--- src/smh_pkg.sv ---
// constants and carrier types for the smbus host controller
// assumes a 50 MHz clock and an open-drain bus with external pull-ups
// What the document requires of bus and device
// RULE1 - start is SDA falling while SCL high
// RULE2 - first byte: 7-bit address msb first, direction
// RULE3 - addressed device acks in ninth clock
// RULE4 - direction 0 writes, 1 reads
// RULE5 - nine clocks per byte, SDA moves SCL low
// RULE6 - master nacks last read byte, then stops
// RULE7 - writes carry one or two bytes, reads one
// RULE8 - first write byte loads register pointer
// RULE9 - second write byte stores to pointed register
// RULE10 - pointerless read returns pointed register
// RULE11 - repeated start begins a new address phase
// RULE12 - send byte loads pointer for later read
// RULE13 - send byte may chain into repeated-start read
// RULE14 - receive byte: one byte, nack, stop
// RULE15 - command 0xA0 opens a block write
// RULE16 - master sets pointer and length before block
// RULE17 - block write data acked, pec acked if right
// RULE18 - block read: 0xA1, repeated start, read address
// RULE19 - block read count first, at most 32
// RULE20 - data acked, pec nacked, then stop
// RULE21 - pec is crc-8, polynomial x8+x2+x+1
// RULE22 - pec byte optional on every transaction; the code offers it on block write and block read only
// RULE23 - device address 0x5C float, 0x58 low
// RULE24 - device also answers default address 0x61
// RULE25 - optional 25 ms bus timeout in device
// RULE26 - block bytes map to consecutive registers
package smh_pkg;
    localparam logic [6:0] ADDR_FLOAT = 7'h5C;
    localparam logic [6:0] ADDR_LOW = 7'h58;
    localparam logic [6:0] ADDR_DEFAULT = 7'h61;
    localparam logic [7:0] CMD_BLOCK_WRITE = 8'hA0;
    localparam logic [7:0] CMD_BLOCK_READ = 8'hA1;
    localparam logic [7:0] CRC_POLY = 8'h07;
    localparam int MAX_BLOCK = 32;
    localparam int CLK_HZ = 50000000;
    localparam int SCL_HZ = 100000;
    // quarter-period enable; four phases make one SCL bit
    localparam int QUARTER_CYCLES = CLK_HZ / (SCL_HZ * 4);

    typedef enum logic [3:0] {
        SMH_OP_SEND = 4'h0,      // address, pointer byte
        SMH_OP_WRITE = 4'h1,     // address, pointer, data
        SMH_OP_RECEIVE = 4'h2,   // address read, one byte
        SMH_OP_READ = 4'h3,      // pointer, repeated start, one byte
        SMH_OP_BLK_WRITE = 4'h4, // 0xA0, n data, optional pec
        SMH_OP_BLK_READ = 4'h5   // 0xA1, rs, count, n data, optional pec
    } smh_op_t;

    typedef struct packed {
        smh_op_t op;
        logic [6:0] addr;
        logic [7:0] pointer;
        logic [7:0] data;
        logic [5:0] count;
        logic usePec;
    } smh_cmd_t;

    typedef struct packed {
        logic sclOut;
        logic sclOe;
        logic sdaOut;
        logic sdaOe;
    } smh_pins_t;
endpackage

--- src/smh_crc8.sv ---
// crc-8 accumulator for packet error checking, one byte per enable
// assumes clear and update never come in the same cycle as a needed result
`timescale 1ns/10ps
module smh_crc8 (
    input wire logic clk,
    input wire logic resetn,
    input wire logic clear,
    input wire logic update,
    input wire logic [7:0] dataIn,
    output logic [7:0] crc
);
    logic [7:0] crc_reg;
    logic [7:0] crc_next;
    logic [7:0] step [0:8];

    assign step[0] = crc_reg ^ dataIn;
    genvar i;
    generate
        for (i = 0; i < 8; i++) begin : g_bit
            assign step[i+1] = step[i][7] ? ((step[i] << 1) ^ smh_pkg::CRC_POLY) : (step[i] << 1); // [RULE21]
        end
    endgenerate

    always_comb begin
        crc_next = crc_reg;
        if (clear) begin
            crc_next = 8'h00;
        end else if (update) begin
            crc_next = step[8];
        end
    end

    always_ff @(posedge clk or negedge resetn) begin
        if (!resetn) begin
            crc_reg <= 8'h00;
        end else begin
            crc_reg <= crc_next;
        end
    end

    assign crc = crc_reg;
endmodule // smh_crc8

--- src/smh_master.sv ---
// smbus master controller driving a register-pointer slave over open-drain pins
// assumes pin inputs synchronous to clk; user holds cmd while cmdValid until cmdReady
`timescale 1ns/10ps
module smh_master #(
    parameter int QUARTER = smh_pkg::QUARTER_CYCLES,
    parameter int MAXN = smh_pkg::MAX_BLOCK
) (
    input wire logic clk,
    input wire logic resetn,
    input wire logic cmdValid,
    input wire smh_pkg::smh_cmd_t cmd,
    output logic cmdReady,
    output logic [7:0] rdData,
    output logic rdValid,
    output logic done,
    output logic nackErr,
    output logic pecErr,
    input wire logic sclIn,
    input wire logic sdaIn,
    output logic sclOut,
    output logic sclOe,
    output logic sdaOut,
    output logic sdaOe
);
    // the quarter divider is 16 bits wide
    if (QUARTER < 1 || QUARTER > 65536 || MAXN < 1 || MAXN > smh_pkg::MAX_BLOCK) begin : g_bad_param
        $error("smh_master: bad parameter");
    end

    typedef enum logic [6:0] {
        ST_IDLE = 7'b0000001,
        ST_START = 7'b0000010,
        ST_TXBYTE = 7'b0000100,
        ST_RXBYTE = 7'b0001000,
        ST_NEXT = 7'b0010000,
        ST_STOP = 7'b0100000,
        ST_END = 7'b1000000
    } smh_state_t;

    // byte roles within a transaction
    typedef enum logic [2:0] {
        R_ADDR = 3'h0, R_PTR = 3'h1, R_DATA = 3'h2, R_PEC = 3'h3,
        R_RADDR = 3'h4, R_COUNT = 3'h5, R_RDATA = 3'h6
    } smh_role_t;

    typedef struct packed {
        smh_state_t st;
        smh_role_t role;
        smh_pkg::smh_cmd_t c;
        logic [15:0] div;
        logic [1:0] phase;
        logic [3:0] bitCnt;
        logic [7:0] shift;
        logic [5:0] left;
        logic ackSeen;
        logic cmdReady;
        logic [7:0] rdData;
        logic rdValid;
        logic done;
        logic nackErr;
        logic pecErr;
        smh_pkg::smh_pins_t pins;
    } smh_regs_t;

    smh_regs_t s_reg;
    smh_regs_t s_next;
    logic tick;
    logic crcClear;
    logic crcUpdate;
    logic [7:0] crcByte;
    logic [7:0] crcVal;

    smh_crc8 u_crc (
        .clk(clk),
        .resetn(resetn),
        .clear(crcClear),
        .update(crcUpdate),
        .dataIn(crcByte),
        .crc(crcVal)
    );

    assign tick = (s_reg.div == 16'(QUARTER - 1));

    always_comb begin
        s_next = s_reg;
        s_next.rdValid = 1'b0;
        s_next.done = 1'b0;
        s_next.cmdReady = 1'b0;
        crcClear = 1'b0;
        crcUpdate = 1'b0;
        crcByte = s_reg.shift;
        s_next.div = tick ? 16'h0000 : s_reg.div + 16'h0001;
        if (s_reg.st == ST_IDLE) begin
            s_next.div = 16'h0000;
        end
        case (s_reg.st)
            ST_IDLE: begin
                s_next.pins = '{sclOut: 1'b0, sclOe: 1'b0, sdaOut: 1'b0, sdaOe: 1'b0};
                if (cmdValid) begin
                    s_next.c = cmd;
                    s_next.cmdReady = 1'b1;
                    s_next.nackErr = 1'b0;
                    s_next.pecErr = 1'b0;
                    s_next.left = (cmd.count > 6'(MAXN)) ? 6'(MAXN) : cmd.count; // [RULE19]
                    s_next.role = R_ADDR;
                    s_next.shift = {cmd.addr, (cmd.op == smh_pkg::SMH_OP_RECEIVE)}; // [RULE2] [RULE4] [RULE14]
                    s_next.phase = 2'h0;
                    crcClear = 1'b1;
                    s_next.st = ST_START;
                end
            end
            ST_START: if (tick) begin
                // phases: release both, pull SDA with SCL high, pull SCL
                s_next.phase = s_reg.phase + 2'h1;
                case (s_reg.phase)
                    2'h0: s_next.pins = '{1'b0, 1'b0, 1'b0, 1'b0};
                    2'h1: begin
                        // a stretching slave may still hold SCL low; pulling SDA then is no start
                        if (sclIn) begin
                            s_next.pins.sdaOe = 1'b1; // [RULE1] [RULE11]
                        end else begin
                            s_next.phase = s_reg.phase;
                        end
                    end
                    2'h2: s_next.pins.sclOe = 1'b1;
                    default: begin
                        s_next.bitCnt = 4'h0;
                        s_next.phase = 2'h0;
                        s_next.st = ST_TXBYTE;
                    end
                endcase
            end
            ST_TXBYTE, ST_RXBYTE: if (tick) begin
                s_next.phase = s_reg.phase + 2'h1;
                case (s_reg.phase)
                    2'h0: begin
                        // SDA changes only while SCL is held low
                        if (s_reg.bitCnt < 4'h8) begin
                            s_next.pins.sdaOe = (s_reg.st == ST_TXBYTE) ? ~s_reg.shift[7] : 1'b0; // [RULE5]
                        end else if (s_reg.st == ST_TXBYTE) begin
                            s_next.pins.sdaOe = 1'b0;
                        end else begin
                            // ack every read byte but the last; the pec or single byte is nacked
                            s_next.pins.sdaOe = (s_reg.role == R_COUNT) || (s_reg.role == R_RDATA &&
                                (s_reg.left > 6'h1 || (s_reg.left == 6'h1 && s_reg.c.usePec))); // [RULE6] [RULE20]
                        end
                    end
                    2'h1: s_next.pins.sclOe = 1'b0;
                    2'h2: begin
                        if (sclIn) begin
                            if (s_reg.bitCnt < 4'h8) begin
                                // transmit rotates, so the byte is whole again for the crc at bit 7
                                s_next.shift = (s_reg.st == ST_RXBYTE) ? {s_reg.shift[6:0], sdaIn} :
                                    {s_reg.shift[6:0], s_reg.shift[7]};
                            end else begin
                                s_next.ackSeen = ~sdaIn; // [RULE3]
                            end
                        end else begin
                            s_next.phase = s_reg.phase; // clock stretched by the slave
                        end
                    end
                    default: begin
                        s_next.pins.sclOe = 1'b1;
                        s_next.phase = 2'h0;
                        s_next.bitCnt = s_reg.bitCnt + 4'h1;
                        if (s_reg.bitCnt == 4'h7) begin
                            crcUpdate = 1'b1;
                        end
                        if (s_reg.bitCnt == 4'h8) begin
                            s_next.st = ST_NEXT; // [RULE5]
                        end
                    end
                endcase
            end
            ST_NEXT: begin
                s_next.bitCnt = 4'h0;
                s_next.phase = 2'h0;
                s_next.st = ST_TXBYTE;
                if (s_reg.role == R_COUNT || s_reg.role == R_RDATA) begin
                    s_next.rdData = s_reg.shift;
                    s_next.rdValid = (s_reg.role == R_RDATA);
                end
                if (s_reg.role == R_ADDR || s_reg.role == R_RADDR || s_reg.role == R_PTR ||
                    s_reg.role == R_DATA || (s_reg.role == R_PEC && s_reg.c.op == smh_pkg::SMH_OP_BLK_WRITE)) begin
                    if (!s_reg.ackSeen) begin
                        // a nack on a block pec means the data must be resent by the user
                        s_next.nackErr = (s_reg.role != R_PEC);
                        s_next.pecErr = (s_reg.role == R_PEC); // [RULE17]
                        s_next.st = ST_STOP;
                    end
                end
                if (s_next.st == ST_TXBYTE) begin
                    case (s_reg.role)
                        R_ADDR: begin
                            if (s_reg.c.op == smh_pkg::SMH_OP_RECEIVE) begin
                                s_next.role = R_RDATA; // [RULE10]
                                s_next.left = 6'h0;
                                s_next.st = ST_RXBYTE;
                            end else begin
                                s_next.role = R_PTR;
                                case (s_reg.c.op)
                                    smh_pkg::SMH_OP_BLK_WRITE: s_next.shift = smh_pkg::CMD_BLOCK_WRITE; // [RULE15]
                                    smh_pkg::SMH_OP_BLK_READ: s_next.shift = smh_pkg::CMD_BLOCK_READ; // [RULE18]
                                    default: s_next.shift = s_reg.c.pointer; // [RULE8] [RULE12]
                                endcase
                            end
                        end
                        R_PTR: begin
                            case (s_reg.c.op)
                                smh_pkg::SMH_OP_WRITE: begin
                                    s_next.role = R_DATA;
                                    s_next.left = 6'h0;
                                    s_next.shift = s_reg.c.data; // [RULE9] [RULE7]
                                end
                                smh_pkg::SMH_OP_BLK_WRITE: begin
                                    s_next.role = R_DATA;
                                    s_next.shift = s_reg.c.data; // [RULE16]
                                    s_next.left = s_reg.left - 6'h1;
                                end
                                smh_pkg::SMH_OP_READ, smh_pkg::SMH_OP_BLK_READ: begin
                                    s_next.role = R_RADDR;
                                    s_next.shift = {s_reg.c.addr, 1'b1}; // [RULE13] [RULE18]
                                    s_next.phase = 2'h0;
                                    s_next.st = ST_START;
                                end
                                default: s_next.st = ST_STOP;
                            endcase
                        end
                        R_DATA: begin
                            // block writes repeat the user data byte across consecutive registers
                            if (s_reg.c.op == smh_pkg::SMH_OP_BLK_WRITE && s_reg.left != 6'h0) begin
                                s_next.shift = s_reg.c.data; // [RULE26]
                                s_next.left = s_reg.left - 6'h1;
                            end else if (s_reg.c.op == smh_pkg::SMH_OP_BLK_WRITE && s_reg.c.usePec) begin
                                s_next.role = R_PEC;
                                s_next.shift = crcVal; // [RULE21]
                            end else begin
                                s_next.st = ST_STOP; // [RULE22]
                            end
                        end
                        R_RADDR: begin
                            s_next.st = ST_RXBYTE;
                            s_next.role = (s_reg.c.op == smh_pkg::SMH_OP_BLK_READ) ? R_COUNT : R_RDATA;
                            if (s_reg.c.op != smh_pkg::SMH_OP_BLK_READ) begin
                                s_next.left = 6'h0;
                            end
                        end
                        R_COUNT: begin
                            s_next.st = ST_RXBYTE;
                            s_next.role = R_RDATA; // [RULE19]
                        end
                        R_RDATA: begin
                            if (s_reg.c.op == smh_pkg::SMH_OP_BLK_READ && s_reg.left > 6'h1) begin
                                s_next.st = ST_RXBYTE;
                                s_next.left = s_reg.left - 6'h1;
                            end else if (s_reg.c.op == smh_pkg::SMH_OP_BLK_READ && s_reg.left == 6'h1 &&
                                s_reg.c.usePec) begin
                                s_next.st = ST_RXBYTE;
                                s_next.left = 6'h0;
                                s_next.role = R_PEC;
                            end else begin
                                s_next.st = ST_STOP; // [RULE14]
                            end
                        end
                        default: begin
                            // pec byte sent or received: crc over the whole frame including pec is zero
                            s_next.pecErr = (crcVal != 8'h00); // [RULE20]
                            s_next.st = ST_STOP;
                        end
                    endcase
                    if (s_reg.role == R_PEC && s_reg.c.op == smh_pkg::SMH_OP_BLK_READ) begin
                        s_next.pecErr = (crcVal != 8'h00);
                        s_next.st = ST_STOP;
                    end
                    if (s_reg.role == R_PEC && s_reg.c.op == smh_pkg::SMH_OP_BLK_WRITE) begin
                        s_next.st = ST_STOP;
                    end
                end
            end
            ST_STOP: if (tick) begin
                s_next.phase = s_reg.phase + 2'h1;
                case (s_reg.phase)
                    2'h0: s_next.pins.sdaOe = 1'b1;
                    2'h1: s_next.pins.sclOe = 1'b0;
                    2'h2: begin
                        if (sclIn) begin
                            s_next.pins.sdaOe = 1'b0; // [RULE6]
                        end else begin
                            s_next.phase = s_reg.phase;
                        end
                    end
                    default: s_next.st = ST_END;
                endcase
            end
            ST_END: begin
                s_next.done = 1'b1;
                s_next.st = ST_IDLE;
            end
            default: s_next.st = ST_IDLE;
        endcase
        // in receive the pec byte goes in role R_PEC as well
        if (s_reg.st == ST_NEXT && s_reg.role == R_RDATA && s_next.role == R_PEC) begin
            s_next.st = ST_RXBYTE;
        end
    end

    always_ff @(posedge clk or negedge resetn) begin
        if (!resetn) begin
            s_reg <= '0;
            s_reg.st <= ST_IDLE;
        end else begin
            s_reg <= s_next;
        end
    end

    assign cmdReady = s_reg.cmdReady;
    assign rdData = s_reg.rdData;
    assign rdValid = s_reg.rdValid;
    assign done = s_reg.done;
    assign nackErr = s_reg.nackErr;
    assign pecErr = s_reg.pecErr;
    assign sclOut = s_reg.pins.sclOut;
    assign sclOe = s_reg.pins.sclOe;
    assign sdaOut = s_reg.pins.sdaOut;
    assign sdaOe = s_reg.pins.sdaOe;
endmodule // smh_master

--- config.mk ---
export PLATFORM = sky130hd
export DESIGN_NAME = smh_master
export DESIGN_NICKNAME = d
export VERILOG_FILES = /design/src/smh_pkg.sv /design/src/smh_crc8.sv /design/src/smh_master.sv
export SDC_FILE = /design/constraint.sdc
export NUM_CORES = 1
export LEC_CHECK = 0
export BUFFER_PORTS_ARGS = -buffer_cell sky130_fd_sc_hd__buf_2
export CORE_UTILIZATION = 50
export CTS_BUF_LIST = sky130_fd_sc_hd__clkbuf_2
export DETAILED_ROUTE_END_ITERATION = 8
export PLACE_DENSITY = 0.69
export SLEW_MARGIN = 20
export SYNTH_ARGS = -nofsm -noshare
export SYNTH_HDL_FRONTEND = slang
export SYNTH_SLANG_ARGS = --single-unit
--- constraint.sdc ---
create_clock -name clk -period 3 [get_ports clk]
set_clock_uncertainty 0.05 [all_clocks]
set_input_delay 0.15 -clock clk [delete_from_list [all_inputs] [get_ports clk]]
set_output_delay 0.15 -clock clk [all_outputs]
set_load 0.03 [all_outputs]
After elaboration in Yosys (flattened, before gate mapping)
Index checks and enable logic that the tools add are counted.
{ "totals": {"out_inout_bits": 17, "input_bits": 39, "wordCells": 275, "register_bits": 106} }
{ "classes": {"n_eq_ne": 68, "muxes": 113, "reduce_logical": 50, "bitwise": 12, "addsub": 4, "order_cmp": 3} }
{ "op_table": {"columns": ["cell", "n"], "rows": [
  ["$mux 7", 13],
  ["$pmux 7 s5", 2],
  ["$mux 6", 11],
  ["$mux 8", 8],
  ["$pmux 8 s3", 2],
  ["$ne 3x3->1 const B", 15],
  ["$mux 44", 1],
  ["$mux 14", 3],
  ["$mux 3", 12],
  ["$mux 16", 2],
  ["$pmux 8 s2", 2],
  ["$ne 2x2->1 const B", 15],
  ["$pmux 6 s5", 1],
  ["$mux 1", 25],
  ["$not 3->3", 8],
  ["$pmux 6 s2", 2],
  ["$mux 10", 2],
  ["$pmux 3 s6", 1],
  ["$reduce_and 9->1", 2],
  ["$add 16x1->16 const B", 1],
  ["$eq 16x7->1 const B", 1],
  ["$reduce_and 5->1", 3],
  ["$eq 7x3->1 const B", 2],
  ["$mux 2", 7],
  ["other kinds (56)", 109]
]} }

Logic depth before layout (Yosys ltp)
{ "logic_depth": {"ltp_word": 19, "mapped_depth": 10, "mapped_depth_nobuf": 8} }

By module
From an unflattened synthesis, not the netlist that was laid out.
{ "unflattened": {"hier_cells": 657, "area_unflattened_um2": 6050.8} }
{ "modules_own_cells": {"columns": ["mod", "area_per_inst_um2", "seq_area_each_um2", "cells_each", "instances"], "rows": [
  ["smh_master", 5400.2, 2253.4, 600, 1],
  ["smh_crc8", 650.6, 200.2, 57, 1]
]} }

Worst setup path after synthesis
No wires, ideal clock.
{ "synth_timing": {"kind": "register -> register", "startpoint": "register s_reg[92] in the netlist's numbering", "endpoint": "register s_reg (netlist bit sclOe)", "period_less_slack_ps": 2651, "t_required_ps": 2825, "setup_time_ps": 125, "arrival_ps": 2477, "path_buffers": 1, "stages_incl_launch_ff": 8, "path_slack_ps": 349, "cell_sequence": "dfrtp_1 or4_1 or4b_1 buf_2 and3_4 o31a_1 a211oi_2 mux2_2"} }
{ "synth_between": {"elab_chain_len": 4, "elab_cells_between_ends": 15, "classes_between": "eq/ne (11); mux (1); reduce/logical (3)"} }
{ "synth_rtl": {"columns": ["item", "line", "text"], "rows": [
  ["start, declared", "smh_master.sv:65", "smh_regs_t s_reg;"],
  ["start signal, assigned", "smh_master.sv:312", "s_reg <= s_next;"],
  ["$eq 7x3->1 / $eq 7x4->1 (equally long branches)", "smh_master.sv:96", "case (s_reg.st)"],
  ["$reduce_or 2->1", "smh_master.sv:96", null],
  ["$reduce_bool 4->1 (no source line) / $ne 2x2->1 (equally long branches)", null, null],
  ["$reduce_and 7->1 (no source line)", null, null]
]} }
Parallel ways exist; a longest one is shown, timed or not.
A chain may end at the register's enable or synchronous reset.

Worst setup path in the final report
{ "layout_timing": {"startpoint": "register s_reg[92] in the netlist's numbering", "endpoint": "register s_reg (netlist bit rdData[2])"} }
{ "layout_between": {"elab_chain_len": 2} }
{ "layout_rtl": {"columns": ["item", "line"], "rows": [
  ["$eq 7x5->1", "smh_master.sv:96"],
  ["$reduce_and 2->1 (no source line)", null]
]} }
Every way passes these cells.

==> flow_summary.json <==
{
  "finish.utilization": 0.587,
  "grt_first_pass_wirelength_um": 26800,
  "synth.distinct_cells": 72,
  "netlist_instances": 705,
  "final_period_minus_worst_setup_slack_ps": 2790,
  "seq_total_area_yosys": 0.401,
  "first_pass_iters": 9,
  "timing.final.crit_share": 0.929,
  "portBuffers": 53,
  "finalHoldWorstSlack_ps": -3.04,
  "synthesis.area_um2": 6120,
  "leading_cell_type_in_the_layout_fill_and_taps_excluded": "sky130_fd_sc_hd__nand2_1",
  "layout.cells.most_common_list": "sky130_fd_sc_hd__nand2_1 (121), sky130_fd_sc_hd__dfrtp_1 (97), sky130_fd_sc_hd__o21ai_0 (66)",
  "layout-drive-gt1-share": 0.160,
  "cts-root-buf": "sky130_fd_sc_hd__clkbuf_2",
  "yosys-mux-area-fraction": 0.0462,
  "synth_flop_cell": "sky130_fd_sc_hd__dfrtp_1",
  "post-cts-setup-buffer-count": 0,
  "tritoncts_buffers": 9,
  "top_level_ports": 56,
  "number_of_antenna_violations_at_the_first_check_in_global_routing": 0,
  "cpMaxStageDelayCell": "sky130_fd_sc_hd__or4_1",
  "violations_in_the_final_reports": "hold timing",
  "placement_rows": 40,
  "nNetsFinal": 832,
  "crit_chain": "or4_1 -> buf_4 -> nor4_2 -> nand3_1 -> mux2_2",
  "vdd_drop_max_mv": 0.353,
  "number_of_fill_cells_in_the_layout": 1047,
  "max_root_sink_buffers": 2,
  "clock_insertion_delay_worst_skew_ps": 660,
  "vias_per_std_cell": 5.97,
  "final_max_slew_viol_count": 0,
  "fmax_mhz": 359,
  "globalplace.congestion": 0.949,
  "crit-reg2reg-capture": "rdData[2]",
  "globalRouteOverflowTotal": 0,
  "async_reset_ff_frac": 1.00,
  "worstSetupEndpointType": "register",
  "synth_edf_count": 0,
  "wl_per_cell_um": 17.2,
  "chipHeight_um": 113,
  "ys.warnings.count": 0,
  "crit_reg_reg_startpoint": "s_reg[92]",
  "avgSynthCellArea_um2": 8.68,
  "setup_repair_after_global_routing_missed_its_margin": "no",
  "cellPowerDensity_nw_per_um2": 758,
  "p_total_mw": 5.32,
  "cts_resized": 0,
  "status": "complete, but fails checks",
  "clock_transition_at_path_regs_ps": 300,
  "cp.required_ps": 3490,
  "dieWidth_um": 113,
  "critPathLaunchType": "register",
  "critical_path.endpoint": "rdData[2]",
  "tritoncts_clock_tree": "done",
  "fp.dieArea_um2": 12700,
  "grt_util_all_layers": 0.268,
  "wl_um": 16100,
  "yosys_register_bits": 98,
  "highest_net_fanout_along_the_worst_path": 26,
  "ant_nets": 0,
  "crit_start": "s_reg[92]",
  "fin_setup_tns_ps": 0,
  "ctsHtreeMaxLevel": 3,
  "critical_path.max_stage_delay_ps": 580,
  "core_area_um2": 12000,
  "detail_route.drc_violations": 0,
  "worst-r2r-cell-count": 5,
  "setup-violations-final": 0,
  "vias": 5579,
  "floorplan.initialDensity": 0.512,
  "synth_fa_ha_area_frac": 0.0225,
  "worst_ep_arrival_time_ps": 3280,
  "dp.final_hpwl_um": 11300,
  "ff2ff_setup_slack_ps": 210,
  "timing.max_cap.violations": 0,
  "synth_compound_gate_area_share": 0.180,
  "final_hold_viol_count": 1,
  "synthToLayoutAreaGrowth_pct": 14.8,
  "synth_top_family_by_area": "simple AND/OR/NAND/NOR gates",
  "synth_xor_xnor_area_share": 0.0605,
  "cts.sinks": 98,
  "grt_max_degree": 58,
  "drt_first_iter_violations": 404,
  "first_global_vias": 5439,
  "largest_reg_flops": 67,
  "synth_simple_gate_area_frac": 0.238,
  "hold_buffers": 40,
  "max_slew_headroom": 0.487,
  "power.static_leakage_nw": 3.21,
  "worstSetupPathType": "reg2reg",
  "worst_hold_path_type": "in2async",
  "tightestPinTransition_ps": 769
}
==> layout make-up <==
type                    instances  area (µm²)  share of cell area
diodes                          1        2.50            0.000356
repair buffers                118         856               0.122
well taps                     147         184              0.0262
multi-input cells             536        3350               0.477
clock buffers                   9        45.0             0.00641
flip-flops and latches         98        2450               0.349
inverters                      19        71.3              0.0101
clock inverters                 7        60.1             0.00855
==> critical path, delay by kind of cell, from the launching register on <==
family	cells	cell delay, ps
flops	1	500
mux	1	420
buf+inv	1	250
simple gates	3	1450
==> routing by layer <==
layer | global-route usage | part of all wire
met2 | 0.421 | 0.47
met4 | 0.120 | 0.039
met5 | 0 | 0
met1 | 0.362 | 0.45
met3 | 0.0508 | 0.044
==> cell usage after synthesis (8+ instances only) <==
master	number	area (µm²)
sky130_fd_sc_hd__nand2_1	121	454
sky130_fd_sc_hd__dfrtp_1	97	2430
sky130_fd_sc_hd__o21ai_0	66	330
sky130_fd_sc_hd__nor2_1	48	180
sky130_fd_sc_hd__clkbuf_1	38	143
sky130_fd_sc_hd__xnor2_1	22	193
sky130_fd_sc_hd__inv_1	18	67.6
sky130_fd_sc_hd__nand3_1	18	90.1
sky130_fd_sc_hd__mux2_2	17	191
sky130_fd_sc_hd__xor2_1	15	131
sky130_fd_sc_hd__nand4_1	14	87.6
sky130_fd_sc_hd__a21oi_1	13	65.1
sky130_fd_sc_hd__nor3_1	13	65.1
sky130_fd_sc_hd__nor4_1	13	81.3
sky130_fd_sc_hd__ha_1	11	138
sky130_fd_sc_hd__nor2b_1	11	68.8
sky130_fd_sc_hd__buf_4	10	75.1
sky130_fd_sc_hd__o31ai_1	10	75.1
sky130_fd_sc_hd__nand2b_1	9	56.3
sky130_fd_sc_hd__o221ai_1	9	78.8
sky130_fd_sc_hd__a221oi_1	8	70.1
sky130_fd_sc_hd__mux2i_1	8	80.1
==> per-stage QoR <==
step	std cells	hold WS (ps)	setup WS, ps	area, µm²
2_1_floorplan	706	-196	349	6120
3_3_place_gp	878	218	399	6520
3_5_place_dp	878	216	341	6520
4_1_cts	934	46.3	253	7020
5_1_grt	934	19.2	12.3	7020
6_report	935	-3.04	212	7030
==> how the worst min path moves through the flow <==
| stage | start | endpoint | cells past startpoint |
|---|---|---|---|
| after global placement | resetn | s_reg[50] | 1 |
| after detailed placement | resetn | s_reg[49] | 1 |
| after CTS | resetn | s_reg[96] | 2 |
| after floorplan | resetn | cmdReady | 0 |
| after global routing | resetn | u_crc.crc[7] | 2 |
| final | resetn | u_crc.crc[7] | 2 |
==> cell families after synthesis <==
logic type,Yosys count
AOI/OAI and AO/OA,165
xor gates and xnor gates,39
adders and majority gates,11
buffers and inverters,72
DFF,98
muxes,26
other,1
and+or+nand+nor,293
==> where the power goes <==
part	leakage, nW	internal [mW]	total, mW	switching, mW
Sequential	1.29	1.67	2.06	0.390
Clock	0.0692	0.128	0.635	0.506
Combinational	1.86	1.12	2.63	1.52
Total	3.21	2.91	5.32	2.41
No activity file was read; power rests on OpenSTA's default activity.
